[src/hw/ldpc_norm_parity_pkg.sv]
// Constants, types and helpers for the LDPC normalization, parity check and encode block.
// Assumes a single core clock and a simple word register port onto the scale table.
package ldpc_norm_parity_pkg;

	// ------------------------------------------------------------
	// Register map
	// ------------------------------------------------------------
	localparam logic [19:0] SCALE_TABLE_FIRST = 20'h10000;
	localparam logic [19:0] SCALE_TABLE_LAST = 20'h103FC;
	localparam int SCALE_DEPTH = 256;
	localparam int SCALE_AW = 8;
	localparam int SCALE_W = 5;
	// Sixteenths: 5'h0C is 0.75
	localparam int SCALE_FRAC = 4;
	localparam logic [4:0] SCALE_RESET = 5'h0C;

	// ------------------------------------------------------------
	// Datapath sizes
	// ------------------------------------------------------------
	localparam int MAX_LAYERS = 16;
	localparam int LAYER_W = 4;
	localparam int NLAYER_W = 5;
	localparam int Z_W = 16;
	localparam int LLR_W = 6;
	localparam int ACC_W = 16;
	localparam int ITER_W = 6;
	localparam int ENTRY_W = 12;
	localparam logic [11:0] FINAL_CHECK_MAX_ENTRIES = 12'h400;

	typedef logic [MAX_LAYERS-1:0][Z_W-1:0] par_t;

	typedef enum logic [2:0] {
		ST_IDLE,
		ST_DEC,
		ST_CHK,
		ST_ENC_LOAD,
		ST_ENC_P0,
		ST_ENC_SOLVE,
		ST_STAT
	} state_e;

	// Per-block factor in sixteenths: select 0..15 maps to 1/16..16/16
	function automatic logic [4:0] norm_from_select(input logic [3:0] sel);
		norm_from_select = {1'b0, sel} + 5'h01;
	endfunction : norm_from_select

	// XOR of every already known parity column flagged in the mask
	function automatic logic [15:0] masked_parity(input logic [15:0] mask, input par_t par);
		logic [15:0] acc;
		acc = 16'h0000;
		for (int j = 0; j < MAX_LAYERS; j++) begin
			if (mask[j]) begin
				acc = acc ^ par[j];
			end
		end
		masked_parity = acc;
	endfunction : masked_parity

endpackage : ldpc_norm_parity_pkg

[src/hw/ldpc_norm_parity_encode.sv]
// Layer-serial LDPC normalization, on-line/final parity check and parity encoder.
// Assumes upstream delivers one layer per handshake: unscaled LLR message, layer syndrome
// bit and, for encode, the layer's information product and known-parity mask.
`timescale 1ns/1ps

module ldpc_norm_parity_encode #(
	parameter bit FINAL_CHECK_BUILT = 1'b1
) (
	// Clock and reset
	input wire logic mclk_i,
	input wire logic rst_n_i,
	// Scale table register port
	input wire logic reg_wr_i,
	input wire logic reg_rd_i,
	input wire logic [19:0] reg_addr_i,
	input wire logic [31:0] reg_wdata_i,
	output logic [31:0] reg_rdata_o,
	output logic reg_rvalid_o,
	// Per-block control
	input wire logic blk_start_i,
	input wire logic blk_encode_i,
	input wire logic blk_mode_5g_i,
	input wire logic [3:0] block_norm_select_i,
	input wire logic blk_early_term_i,
	input wire logic blk_no_final_check_i,
	input wire logic [4:0] blk_layers_i,
	input wire logic [5:0] blk_max_iter_i,
	input wire logic [11:0] blk_code_entries_i,
	input wire logic [4:0] blk_dd_layers_i,
	input wire logic [7:0] blk_scale_base_i,
	output logic blk_busy_o,
	// Layer input
	input wire logic lay_valid_i,
	input wire logic [5:0] lay_msg_i,
	input wire logic lay_syn_i,
	input wire logic [15:0] lay_info_i,
	input wire logic [15:0] lay_mask_i,
	output logic lay_ready_o,
	// Data output
	output logic dout_valid_o,
	output logic [15:0] dout_data_o,
	output logic dout_last_o,
	// Status output
	output logic stat_valid_o,
	output logic stat_pass_o,
	output logic stat_early_o,
	output logic [5:0] stat_iters_o
);

	// ------------------------------------------------------------
	// State and storage
	// ------------------------------------------------------------
	ldpc_norm_parity_pkg::state_e state;
	ldpc_norm_parity_pkg::state_e next_state;
	logic [4:0] scale_tab [ldpc_norm_parity_pkg::SCALE_DEPTH];
	logic [15:0] info_mem [ldpc_norm_parity_pkg::MAX_LAYERS];
	logic [15:0] mask_mem [ldpc_norm_parity_pkg::MAX_LAYERS];
	ldpc_norm_parity_pkg::par_t par;
	logic [15:0] p0_acc;
	logic [3:0] layer;
	logic [5:0] iter;
	logic fail_now;
	logic chk_fail;
	logic signed [15:0] acc;
	logic c_mode_5g;
	logic [3:0] c_sel;
	logic c_early_term;
	logic c_no_final;
	logic [4:0] c_layers;
	logic [5:0] c_max_iter;
	logic [11:0] c_entries;
	logic [4:0] c_dd;
	logic [7:0] c_base;

	// ------------------------------------------------------------
	// Decode of register port and datapath
	// ------------------------------------------------------------
	wire logic reg_hit = (reg_addr_i >= ldpc_norm_parity_pkg::SCALE_TABLE_FIRST) &&
		(reg_addr_i <= ldpc_norm_parity_pkg::SCALE_TABLE_LAST) && (reg_addr_i[1:0] == 2'h0);
	wire logic [19:0] reg_off = reg_addr_i - ldpc_norm_parity_pkg::SCALE_TABLE_FIRST;
	wire logic [7:0] reg_idx = reg_off[9:2];
	wire logic take = lay_ready_o & lay_valid_i;
	wire logic last_layer = ({1'b0, layer} == (c_layers - 5'h01));
	wire logic [7:0] tab_idx = c_base + {4'h0, layer};
	wire logic [4:0] cur_scale = c_mode_5g ? ldpc_norm_parity_pkg::norm_from_select(c_sel)
		: scale_tab[tab_idx];
	wire logic signed [11:0] product = $signed(lay_msg_i) * $signed({1'b0, cur_scale});
	wire logic signed [11:0] scaled = product >>> ldpc_norm_parity_pkg::SCALE_FRAC;
	wire logic iter_fail = fail_now | lay_syn_i;
	// Early stop decided on the iteration that just completed
	wire logic stop_early = c_early_term & ~iter_fail;
	wire logic iter_final = ((iter + 6'h01) >= c_max_iter);
	// Final checker needs build option, no disable, not 5G, small enough code
	wire logic final_chk_on = FINAL_CHECK_BUILT & ~c_no_final
		& ~c_mode_5g
		& (c_entries <= ldpc_norm_parity_pkg::FINAL_CHECK_MAX_ENTRIES);
	wire logic dd_mode = (c_dd != 5'h00);
	wire logic enc_skip = dd_mode & ({1'b0, layer} == (c_dd - 5'h01));
	wire logic [3:0] sol_col = (dd_mode && ({1'b0, layer} < (c_dd - 5'h01))) ? layer + 4'h1 : layer;
	wire logic [15:0] sol_val = info_mem[layer] ^ ldpc_norm_parity_pkg::masked_parity(mask_mem[layer], par);
	wire logic enc_last = last_layer |
		(dd_mode && (c_dd == c_layers) && ({1'b0, layer} == (c_layers - 5'h02)));
	wire logic take_state = (next_state == ldpc_norm_parity_pkg::ST_DEC) ||
		(next_state == ldpc_norm_parity_pkg::ST_CHK) || (next_state == ldpc_norm_parity_pkg::ST_ENC_LOAD);

	// ------------------------------------------------------------
	// Next state
	// ------------------------------------------------------------
	always_comb begin
		next_state = state;
		case (state)
			ldpc_norm_parity_pkg::ST_IDLE: begin
				if (blk_start_i) begin
					next_state = blk_encode_i ? ldpc_norm_parity_pkg::ST_ENC_LOAD : ldpc_norm_parity_pkg::ST_DEC;
				end
			end
			ldpc_norm_parity_pkg::ST_DEC: begin
				if (take && last_layer) begin
					if (stop_early) begin
						next_state = ldpc_norm_parity_pkg::ST_STAT;
					end else if (iter_final) begin
						next_state = final_chk_on ? ldpc_norm_parity_pkg::ST_CHK
							: ldpc_norm_parity_pkg::ST_STAT;
					end
				end
			end
			ldpc_norm_parity_pkg::ST_CHK: begin
				if (take && last_layer) begin
					next_state = ldpc_norm_parity_pkg::ST_STAT;
				end
			end
			ldpc_norm_parity_pkg::ST_ENC_LOAD: begin
				if (take && last_layer) begin
					next_state = dd_mode ? ldpc_norm_parity_pkg::ST_ENC_P0 : ldpc_norm_parity_pkg::ST_ENC_SOLVE;
				end
			end
			ldpc_norm_parity_pkg::ST_ENC_P0: begin
				next_state = ldpc_norm_parity_pkg::ST_ENC_SOLVE;
			end
			ldpc_norm_parity_pkg::ST_ENC_SOLVE: begin
				if (last_layer) begin
					next_state = ldpc_norm_parity_pkg::ST_STAT;
				end
			end
			ldpc_norm_parity_pkg::ST_STAT: begin
				next_state = ldpc_norm_parity_pkg::ST_IDLE;
			end
			default: begin
				next_state = ldpc_norm_parity_pkg::ST_IDLE;
			end
		endcase
	end

	// ------------------------------------------------------------
	// Scale table and register read
	// ------------------------------------------------------------
	always_ff @(posedge mclk_i or negedge rst_n_i) begin
		if (!rst_n_i) begin
			for (int i = 0; i < ldpc_norm_parity_pkg::SCALE_DEPTH; i++) begin
				scale_tab[i] <= ldpc_norm_parity_pkg::SCALE_RESET;
			end
		end else if (reg_wr_i && reg_hit) begin
			scale_tab[reg_idx] <= reg_wdata_i[4:0];
		end
	end

	// Unmapped or unaligned reads return zero
	always_ff @(posedge mclk_i or negedge rst_n_i) begin
		if (!rst_n_i) begin
			reg_rdata_o <= 32'h00000000;
			reg_rvalid_o <= 1'b0;
		end else begin
			reg_rvalid_o <= reg_rd_i;
			reg_rdata_o <= (reg_rd_i && reg_hit) ? {27'h0000000, scale_tab[reg_idx]} : 32'h00000000;
		end
	end

	// ------------------------------------------------------------
	// Block control capture and sequencing
	// ------------------------------------------------------------
	always_ff @(posedge mclk_i or negedge rst_n_i) begin
		if (!rst_n_i) begin
			state <= ldpc_norm_parity_pkg::ST_IDLE;
			lay_ready_o <= 1'b0;
			blk_busy_o <= 1'b0;
			c_mode_5g <= 1'b0;
			c_sel <= 4'h0;
			c_early_term <= 1'b0;
			c_no_final <= 1'b0;
			c_layers <= 5'h01;
			c_max_iter <= 6'h01;
			c_entries <= 12'h000;
			c_dd <= 5'h00;
			c_base <= 8'h00;
		end else begin
			state <= next_state;
			lay_ready_o <= take_state;
			blk_busy_o <= (next_state != ldpc_norm_parity_pkg::ST_IDLE);
			if (state == ldpc_norm_parity_pkg::ST_IDLE && blk_start_i) begin
				c_mode_5g <= blk_mode_5g_i;
				c_sel <= block_norm_select_i;
				c_early_term <= blk_early_term_i;
				c_no_final <= blk_no_final_check_i;
				c_layers <= blk_layers_i;
				c_max_iter <= blk_max_iter_i;
				c_entries <= blk_code_entries_i;
				c_dd <= blk_dd_layers_i;
				c_base <= blk_scale_base_i;
			end
		end
	end

	// Layer and iteration counters; solve walks layers without handshake
	always_ff @(posedge mclk_i or negedge rst_n_i) begin
		if (!rst_n_i) begin
			layer <= 4'h0;
			iter <= 6'h00;
		end else if (state == ldpc_norm_parity_pkg::ST_IDLE || state == ldpc_norm_parity_pkg::ST_ENC_P0) begin
			layer <= 4'h0;
			iter <= (state == ldpc_norm_parity_pkg::ST_IDLE) ? 6'h00 : iter;
		end else if (take || state == ldpc_norm_parity_pkg::ST_ENC_SOLVE) begin
			layer <= last_layer ? 4'h0 : layer + 4'h1;
			if (last_layer && state == ldpc_norm_parity_pkg::ST_DEC) begin
				iter <= iter + 6'h01;
			end
		end
	end

	// ------------------------------------------------------------
	// Decoder accumulation and parity checks
	// ------------------------------------------------------------
	always_ff @(posedge mclk_i or negedge rst_n_i) begin
		if (!rst_n_i) begin
			acc <= 16'sh0000;
			fail_now <= 1'b0;
			chk_fail <= 1'b0;
		end else if (state == ldpc_norm_parity_pkg::ST_IDLE) begin
			acc <= 16'sh0000;
			fail_now <= 1'b0;
			chk_fail <= 1'b0;
		end else if (take && state == ldpc_norm_parity_pkg::ST_DEC) begin
			acc <= acc + {{4{scaled[11]}}, scaled};
			fail_now <= last_layer ? 1'b0 : iter_fail;
		end else if (take && state == ldpc_norm_parity_pkg::ST_CHK) begin
			chk_fail <= chk_fail | lay_syn_i;
		end
	end

	// ------------------------------------------------------------
	// Encoder storage and solve
	// ------------------------------------------------------------
	always_ff @(posedge mclk_i or negedge rst_n_i) begin
		if (!rst_n_i) begin
			for (int i = 0; i < ldpc_norm_parity_pkg::MAX_LAYERS; i++) begin
				info_mem[i] <= 16'h0000;
				mask_mem[i] <= 16'h0000;
			end
			par <= '0;
			p0_acc <= 16'h0000;
		end else if (state == ldpc_norm_parity_pkg::ST_IDLE) begin
			par <= '0;
			p0_acc <= 16'h0000;
		end else if (take && state == ldpc_norm_parity_pkg::ST_ENC_LOAD) begin
			info_mem[layer] <= lay_info_i;
			mask_mem[layer] <= lay_mask_i;
			// Known parity terms cancel in the double-diagonal sum
			if ({1'b0, layer} < c_dd) begin
				p0_acc <= p0_acc ^ lay_info_i;
			end
		end else if (state == ldpc_norm_parity_pkg::ST_ENC_P0) begin
			par[0] <= p0_acc;
		end else if (state == ldpc_norm_parity_pkg::ST_ENC_SOLVE && !enc_skip) begin
			par[sol_col] <= sol_val;
		end
	end

	// ------------------------------------------------------------
	// Data and status outputs
	// ------------------------------------------------------------
	always_ff @(posedge mclk_i or negedge rst_n_i) begin
		if (!rst_n_i) begin
			dout_valid_o <= 1'b0;
			dout_data_o <= 16'h0000;
			dout_last_o <= 1'b0;
		end else begin
			dout_valid_o <= 1'b0;
			dout_last_o <= 1'b0;
			if (take && state == ldpc_norm_parity_pkg::ST_DEC && last_layer && (stop_early || iter_final)) begin
				// Decision goes out while the final check is still running
				dout_valid_o <= 1'b1;
				dout_last_o <= 1'b1;
				dout_data_o <= acc + {{4{scaled[11]}}, scaled};
			end else if (state == ldpc_norm_parity_pkg::ST_ENC_P0) begin
				dout_valid_o <= 1'b1;
				dout_last_o <= (c_layers == 5'h01);
				dout_data_o <= p0_acc;
			end else if (state == ldpc_norm_parity_pkg::ST_ENC_SOLVE && !enc_skip) begin
				dout_valid_o <= 1'b1;
				dout_last_o <= enc_last;
				dout_data_o <= sol_val;
			end
		end
	end

	always_ff @(posedge mclk_i or negedge rst_n_i) begin
		if (!rst_n_i) begin
			stat_valid_o <= 1'b0;
			stat_pass_o <= 1'b0;
			stat_early_o <= 1'b0;
			stat_iters_o <= 6'h00;
		end else begin
			stat_valid_o <= 1'b0;
			if (state == ldpc_norm_parity_pkg::ST_STAT) begin
				stat_valid_o <= 1'b1;
			end
			if (take && state == ldpc_norm_parity_pkg::ST_DEC && last_layer) begin
				stat_iters_o <= iter + 6'h01;
				stat_early_o <= stop_early;
				stat_pass_o <= ~iter_fail;
			end else if (take && state == ldpc_norm_parity_pkg::ST_CHK && last_layer) begin
				stat_pass_o <= ~(chk_fail | lay_syn_i);
			end else if (state == ldpc_norm_parity_pkg::ST_ENC_LOAD) begin
				stat_iters_o <= 6'h01;
				stat_early_o <= 1'b0;
				stat_pass_o <= 1'b1;
			end
		end
	end

endmodule : ldpc_norm_parity_encode

[config.mk]
export PLATFORM = sky130hd
export DESIGN_NAME = ldpc_norm_parity_encode
export DESIGN_NICKNAME = d
export VERILOG_FILES = /design/src/hw/ldpc_norm_parity_pkg.sv /design/src/hw/ldpc_norm_parity_encode.sv
export SDC_FILE = /design/constraint.sdc
export NUM_CORES = 2
export LEC_CHECK = 0
export ABC_AREA = 1
export BUFFER_PORTS_ARGS = -buffer_cell sky130_fd_sc_hd__buf_2
export CAP_MARGIN = 15
export CORE_MARGIN = 2
export CORE_UTILIZATION = 50
export CTS_CLUSTER_SIZE = 16
export DETAILED_ROUTE_END_ITERATION = 7
export GPL_ROUTABILITY_DRIVEN = 0
export MAX_ROUTING_LAYER = met4
export PLACE_DENSITY = 0.66
export SLEW_MARGIN = 30
export SYNTH_ARGS = -nofsm -noshare
export SYNTH_HDL_FRONTEND = slang
export SYNTH_SLANG_ARGS = --single-unit
[constraint.sdc]
create_clock -name mclk_i -period 13.9 [get_ports mclk_i]
set_input_delay 2.78 -clock mclk_i [delete_from_list [all_inputs] [get_ports mclk_i]]
set_output_delay 2.78 -clock mclk_i [all_outputs]
set_load 0.02 [all_outputs]
Word level (Yosys, flattened, before mapping)
Index checks and enable logic that the tools add are counted.

cells by class
  order comparisons = 13
  reduce and logical (&&, ||, !) cells = 48
  multiply operators = 1
  bitwise operators = 33
  add/subtract/negate cells = 9
  equality and inequality tests = 19
  mux-type cells = 94

operators with widths
  operator                                                number
  bitwise mux 1280 bit                                    1
  bitwise mux 256 bit                                     3
  2-to-1 mux 256 bit                                      3
  2-to-1 mux 16 bit                                       31
  XOR 16 bit                                              17
  2-to-1 mux 240 bit                                      1
  binary-select mux 16 bit (select 4 bit)                 2
  demux 16 bit (select 4 bit)                             2
  binary-select mux 5 bit (select 8 bit)                  2
  2-to-1 mux 6 bit                                        7
  demux 5 bit (select 8 bit)                              1
  2-to-1 mux 5 bit                                        7
  2-to-1 mux 3 bit                                        8
  >= comparator 20 x 17 -> 1 bit (second input constant)  1
  <= comparator 20 x 17 -> 1 bit (second input constant)  1
  logical AND 1 bit                                       20
  2-to-1 mux 1 bit                                        20
  >= comparator 9 bit (second input constant)             2
  NOT 8 -> 9 bit                                          2
  case mux 3 bit (6 select lines)                         1
  adder 16 bit                                            1
  2-to-1 mux 4 bit                                        4
  nonzero test 2 bit                                      8
  equality test 4 x 5 -> 1 bit                            3
  other kinds (35)                                        69

word-level totals
  bits of input ports = 141
  logic and storage cells = 548
  output and inout port bits = 62
  register bits = 2173

Longest topological paths before layout
  depth in word-level cells = 41
  mapped depth = 56
  gate-level depth less buffers = 51

Worst setup path after synthesis
OpenSTA, ideal clock, no wires.

  path kind = reg-to-reg
  start point = register layer[1]
  end point = register dout_data_o[14]
  data required time = 13787 ps
  period minus slack after synthesis = 8763 ps
  data arrival time = 8650 ps
  slack = 5137 ps
  stages on the path, launching flop included = 52
  setup time = 113 ps
  path buffers = 7
  cells stage by stage = dfrtp_1 -> buf_2 -> inv_2 -> buf_2 -> buf_2 -> clkbuf_1 -> fa_1 -> inv_2 -> clkbuf_1 -> clkbuf_1 -> buf_1 -> nand3_1 -> nand3_1 -> nand3_1 -> a32oi_1 -> nand2_1 -> o211ai_1 -> nand3_1 -> [16 not listed] -> xnor2_1 -> ha_1 -> a21oi_1 -> o21a_1 -> o21ai_0 -> nand2_1 -> nand2_1 -> a21oi_1 -> o21ai_0 -> nand2_1 -> nand2_1 -> nand2_1 -> nand2_1 -> xor2_1 -> nand2_1 -> nand3_1 -> nand2_1 -> inv_1

on the way
  cells in the longest elaborated chain, start to end = 39
  elaborated cells on any way between the ends = 58
  those cells by class = add/sub: 2; mul: 1; eq/ne: 2; mux: 29; bitwise: 19; reduce/logical: 5

ends and longest elaborated chain
  what                                                   RTL line                        RTL
  from (decl)                                            ldpc_norm_parity_encode.sv:60   logic [3:0] layer;
  from (signal assigned)                                 ldpc_norm_parity_encode.sv:222  layer <= last_layer ? 4'h0 : layer + 4'h1;
  NOT 4 -> 5 bit (not written as such)                   ldpc_norm_parity_encode.sv:100  wire logic [15:0] sol_val = info_mem[layer] ^ ldpc_norm_parity_pkg::masked_parity(mask_mem[layer], par);
  binary-select mux 16 bit (select 4 bit)                ldpc_norm_parity_encode.sv:100
  2-to-1 mux 16 bit (not written as such) (2 in series)  ldpc_norm_parity_encode.sv:100
  2-to-1 mux 16 bit                                      ldpc_norm_parity_pkg.sv:52      if (mask[j]) begin
  XOR 16 bit                                             ldpc_norm_parity_pkg.sv:53      acc = acc ^ par[j];
  2-to-1 mux 16 bit                                      ldpc_norm_parity_pkg.sv:52
  XOR 16 bit                                             ldpc_norm_parity_pkg.sv:53
  2-to-1 mux 16 bit                                      ldpc_norm_parity_pkg.sv:52
  [22 not listed]                                        --
  XOR 16 bit                                             ldpc_norm_parity_pkg.sv:53
  2-to-1 mux 16 bit                                      ldpc_norm_parity_pkg.sv:52
  XOR 16 bit                                             ldpc_norm_parity_pkg.sv:53
  2-to-1 mux 16 bit                                      ldpc_norm_parity_pkg.sv:52
  XOR 16 bit                                             ldpc_norm_parity_encode.sv:100
  2-to-1 mux 16 bit                                      ldpc_norm_parity_encode.sv:297  end else if (state == ldpc_norm_parity_pkg::ST_ENC_SOLVE && !enc_skip) begin
  2-to-1 mux 16 bit                                      ldpc_norm_parity_encode.sv:293  end else if (state == ldpc_norm_parity_pkg::ST_ENC_P0) begin
  2-to-1 mux 16 bit                                      ldpc_norm_parity_encode.sv:288  if (take && state == ldpc_norm_parity_pkg::ST_DEC && last_layer && (stop_early || iter_final)) begin
  to (signal assigned)                                   ldpc_norm_parity_encode.sv:292  dout_data_o <= acc + {{4{scaled[11]}}, scaled};
  to (signal assigned)                                   ldpc_norm_parity_encode.sv:296  dout_data_o <= p0_acc;
  to (signal assigned)                                   ldpc_norm_parity_encode.sv:300  dout_data_o <= sol_val;
  to (decl)                                              ldpc_norm_parity_encode.sv:41   output logic [15:0] dout_data_o,

Several ways; a longest one is shown, not always the timed one. The select of a mux whose other input is x is not followed.
A chain may end at the register's enable or synchronous reset.

Final worst setup path
Same ends and word-level chain as after synthesis.

==> metrics.txt <==
Worst Path Max Fanout around 120; HP Class reg2reg; Synth Area in XOR/XNOR 1.55%; Distinct cells, synth 75; P_sw 15.4 mW; maximum VDD drop around 0.46 mV; post-CTS setup buffer count 0; Clock Power Share around 22%; Total Die Area between 200000 and 250000 µm²; worst hold stages 2; reg-to-reg slack, setup 1.94 ns; PortBufs about 150; clock tree buffer depth 3; post-synth top area cell dfrtp_1; wire per inst around 24 µm; vias in the first global route between 100k and 150k; pin count of the biggest net entering global routing ~180; worst endpoint required time 14.73 ns; register bit total from synthesis roughly 2200; f_max between 80 and 90 MHz; largest family of logic cells by synthesized area simple AND/OR/NAND/NOR gates; Die Ht between 400 and 500 µm; Syn-to-layout area delta 9.54%; FF-to-FF path depth 47; Rows ~170; most numerous cell in the Yosys netlist nand2_1; Post-synth EDFFs 0; Synth Area in Compound Gates 18.6%; drt via density approximately 6.2; fill cell total of the finished layout slightly above 20000; RSZ-0062 raised after global routing no; initial antenna violation count 12; WL final about 420000 µm; Remaining DRCs 2; period utilisation layout between 80% and 90%; share of synthesized cell area in full adder, half adder and majority cells about 1.1%; register area share after synthesis 48.4%; initial drt markers 14485; die span in x 481 µm; post-cts gate resize count 0; Crit path top cell by count nand2_1; Most used DFF post-synth dfrtp_1; Synth Area in Simple Gates between 20% and 30%; HP Start info_mem[102]; post-synth top area share a little over a third; Cell Area, Synth roughly 110000 µm²; Reg clk slew, reported paths ~0.060 ns; status complete, but fails checks; Clock Sinks ~2200; leakage between 50 and 60 nW; total CTS buffers roughly 230; CP Capture Type flop; Root Driver clkbuf_16; asr flop ratio synth 100%; crit start category flop; Detailed Routing Iterations Pass 1 8; WHS Endpoint info_mem[102]; synth warn 0; cts hold-fix bufs 0; Final Setup Violations 0; core footprint 225000 µm²; final setup TNS 0 ns; Initial Util roughly half; gate count after technology mapping 14419; synth top area cells dfrtp_1, nand2_1, dfstp_2; fin. max-slew vios 0; failing checks DRC; Max transition margin roughly a quarter; Fin. Hold Viols 0; mux contribution to synthesized area less than 1%; layout cells sized above 1 a little over a tenth; Seq pwr share between 20% and 30%; gr usage total a little over a third; Worst Skew roughly 0.026 ns; htree depth 4; hpwl dp around 250000 µm; Mean Syn Cell Area approximately 7.9 µm²; Setup CP Type reg2reg; P_int between 15 and 20 mW; max_cap viols 0; Gate power share approximately 55%; slowest stage delay, CP roughly 1.5 ns; CP Data Arrival Time around 13 ns; Routed Antenna Nets 0; Worst Tran Pin Value ~1.1 ns; Post-synth top cells nand2_1, o21ai_0, dfrtp_1, nand3_1, inv_1; Critical R2R Launch layer[1]; latest clock arrival within the worst-skew pair 0.89 ns; min cycle time layout ~12 ns; Layout Utilization between 50% and 60%; IO Pins ~200; GR Overflow Total 0; Slowest-stage cell, CP fa_4; nets@finish between 10000 and 15000; DR vias around 110k; first-pass GRT wire length 629000 µm; CTS tree yes; R2R Path End dout_data_o[14]; power per cell area between 200 and 250 nW/µm²; fraction of power spent switching nets 50.3%
[worst max-delay path by stage]
stage | from | end | cells past startpoint
after floorplan | layer[1] | dout_data_o[14] | 51
after global placement | layer[1] | dout_data_o[14] | 45
after detailed placement | layer[1] | dout_data_o[14] | 45
after CTS | layer[1] | dout_data_o[14] | 45
after global routing | layer[1] | dout_data_o[14] | 48
final | layer[1] | dout_data_o[14] | 47
[sequential cells by signal (all words and copies together) (netlist names), 8 cells and up]
| register | count |
|---|---|
| p0_acc | 16 |
| c_entries | 12 |
| dout_data_o | 16 |
| c_base | 8 |
| info_mem | 256 |
| par | 256 |
| scale_tab | 1280 |
| mask_mem | 256 |
| acc | 16 |
[worst max-delay path, delay by kind of cell (launching register included)]
family	cells	cell delay, ns
AOI/OAI and AO/OA	12	3.05
DFF	1	0.89
and+or+nand+nor	21	2.34
xor gates and xnor gates	2	0.71
buffers and inverters	6	1.30
adders and majority gates	6	3.40
[layout by cell type, fill, tap and decap left out, types with 31 or more instances in the layout]
cell / instances
xor2_1: 96
o221ai_1: 130
nor2_4: 31
clkinv_2: 56
buf_2: 145
nand2_1: 4444
o21ai_0: 2152
nand4_1: 53
a21oi_1: 511
dfrtp_1: 1657
buf_4: 152
nand3_1: 1041
o22ai_1: 334
xnor2_1: 96
o31ai_1: 113
o22ai_2: 76
inv_1: 689
a221oi_1: 52
dfstp_2: 514
clkbuf_16: 236
clkbuf_1: 54
buf_12: 35
nor2_1: 352
clkbuf_8: 46
nor3_1: 457
a22oi_1: 129
ha_1: 61
[per-stage QoR]
stage	hold slack, ns	setup slack [ns]	instances	cell area, µm²	power, mW
finish	0.480	1.94	17225	124000	30.6
global route	0.495	1.45	17222	124000	32.0
CTS	0.482	2.08	17199	124000	30.0
detailed placement	0.466	2.11	16759	116000	23.4
global placement	0.461	2.05	16758	116000	23.2
floorplan	0.448	5.14	14445	114000	17.9
[routing by layer]
layer  vias to the layer above  global-route usage, %  part of all wire, %
met5                         -                      -                    0
met3                      1437                   7.41                   11
met2                      6573                   54.0                   44
met4                         0                   22.9                  7.2
met1                     51636                   45.4                   38
li1                      47909                      -                    -
[power groups by stage]
stage | logic, mW | registers (mW) | clock network, mW
after floorplan | 10.7 | 7.22 | 0
after CTS | 16.2 | 7.24 | 6.63
final | 16.7 | 7.24 | 6.58
after global routing | 17.8 | 7.30 | 6.89
after detailed placement | 16.1 | 7.34 | 0
after global placement | 15.9 | 7.32 | 0
[final cells by class]
cell class / instances / area (µm²) / share of cell area, %
diodes: 13 / 32.5 / 0.0261
flip-flops and latches: 2173 / 55000 / 44.2
repair buffers: 342 / 2750 / 2.21
multi-input cells: 10530 / 52000 / 41.8
well taps: 2992 / 3740 / 3.01
clock buffers: 336 / 6740 / 5.42
inverters: 735 / 2840 / 2.28
clock inverters: 104 / 1290 / 1.04
[cell families (layout without fill, tap and decap cells)]
logic type / after synthesis / in the layout
mux: 24 / 24
compound gates: 3665 / 3665
other cells: 1 / 40
simple gates: 6533 / 6533
xor+xnor: 198 / 198
flops: 2173 / 2173
buf+inv: 1742 / 1517
fa+ha+maj: 83 / 83
Note: power is estimated with default switching activity, not from simulation.
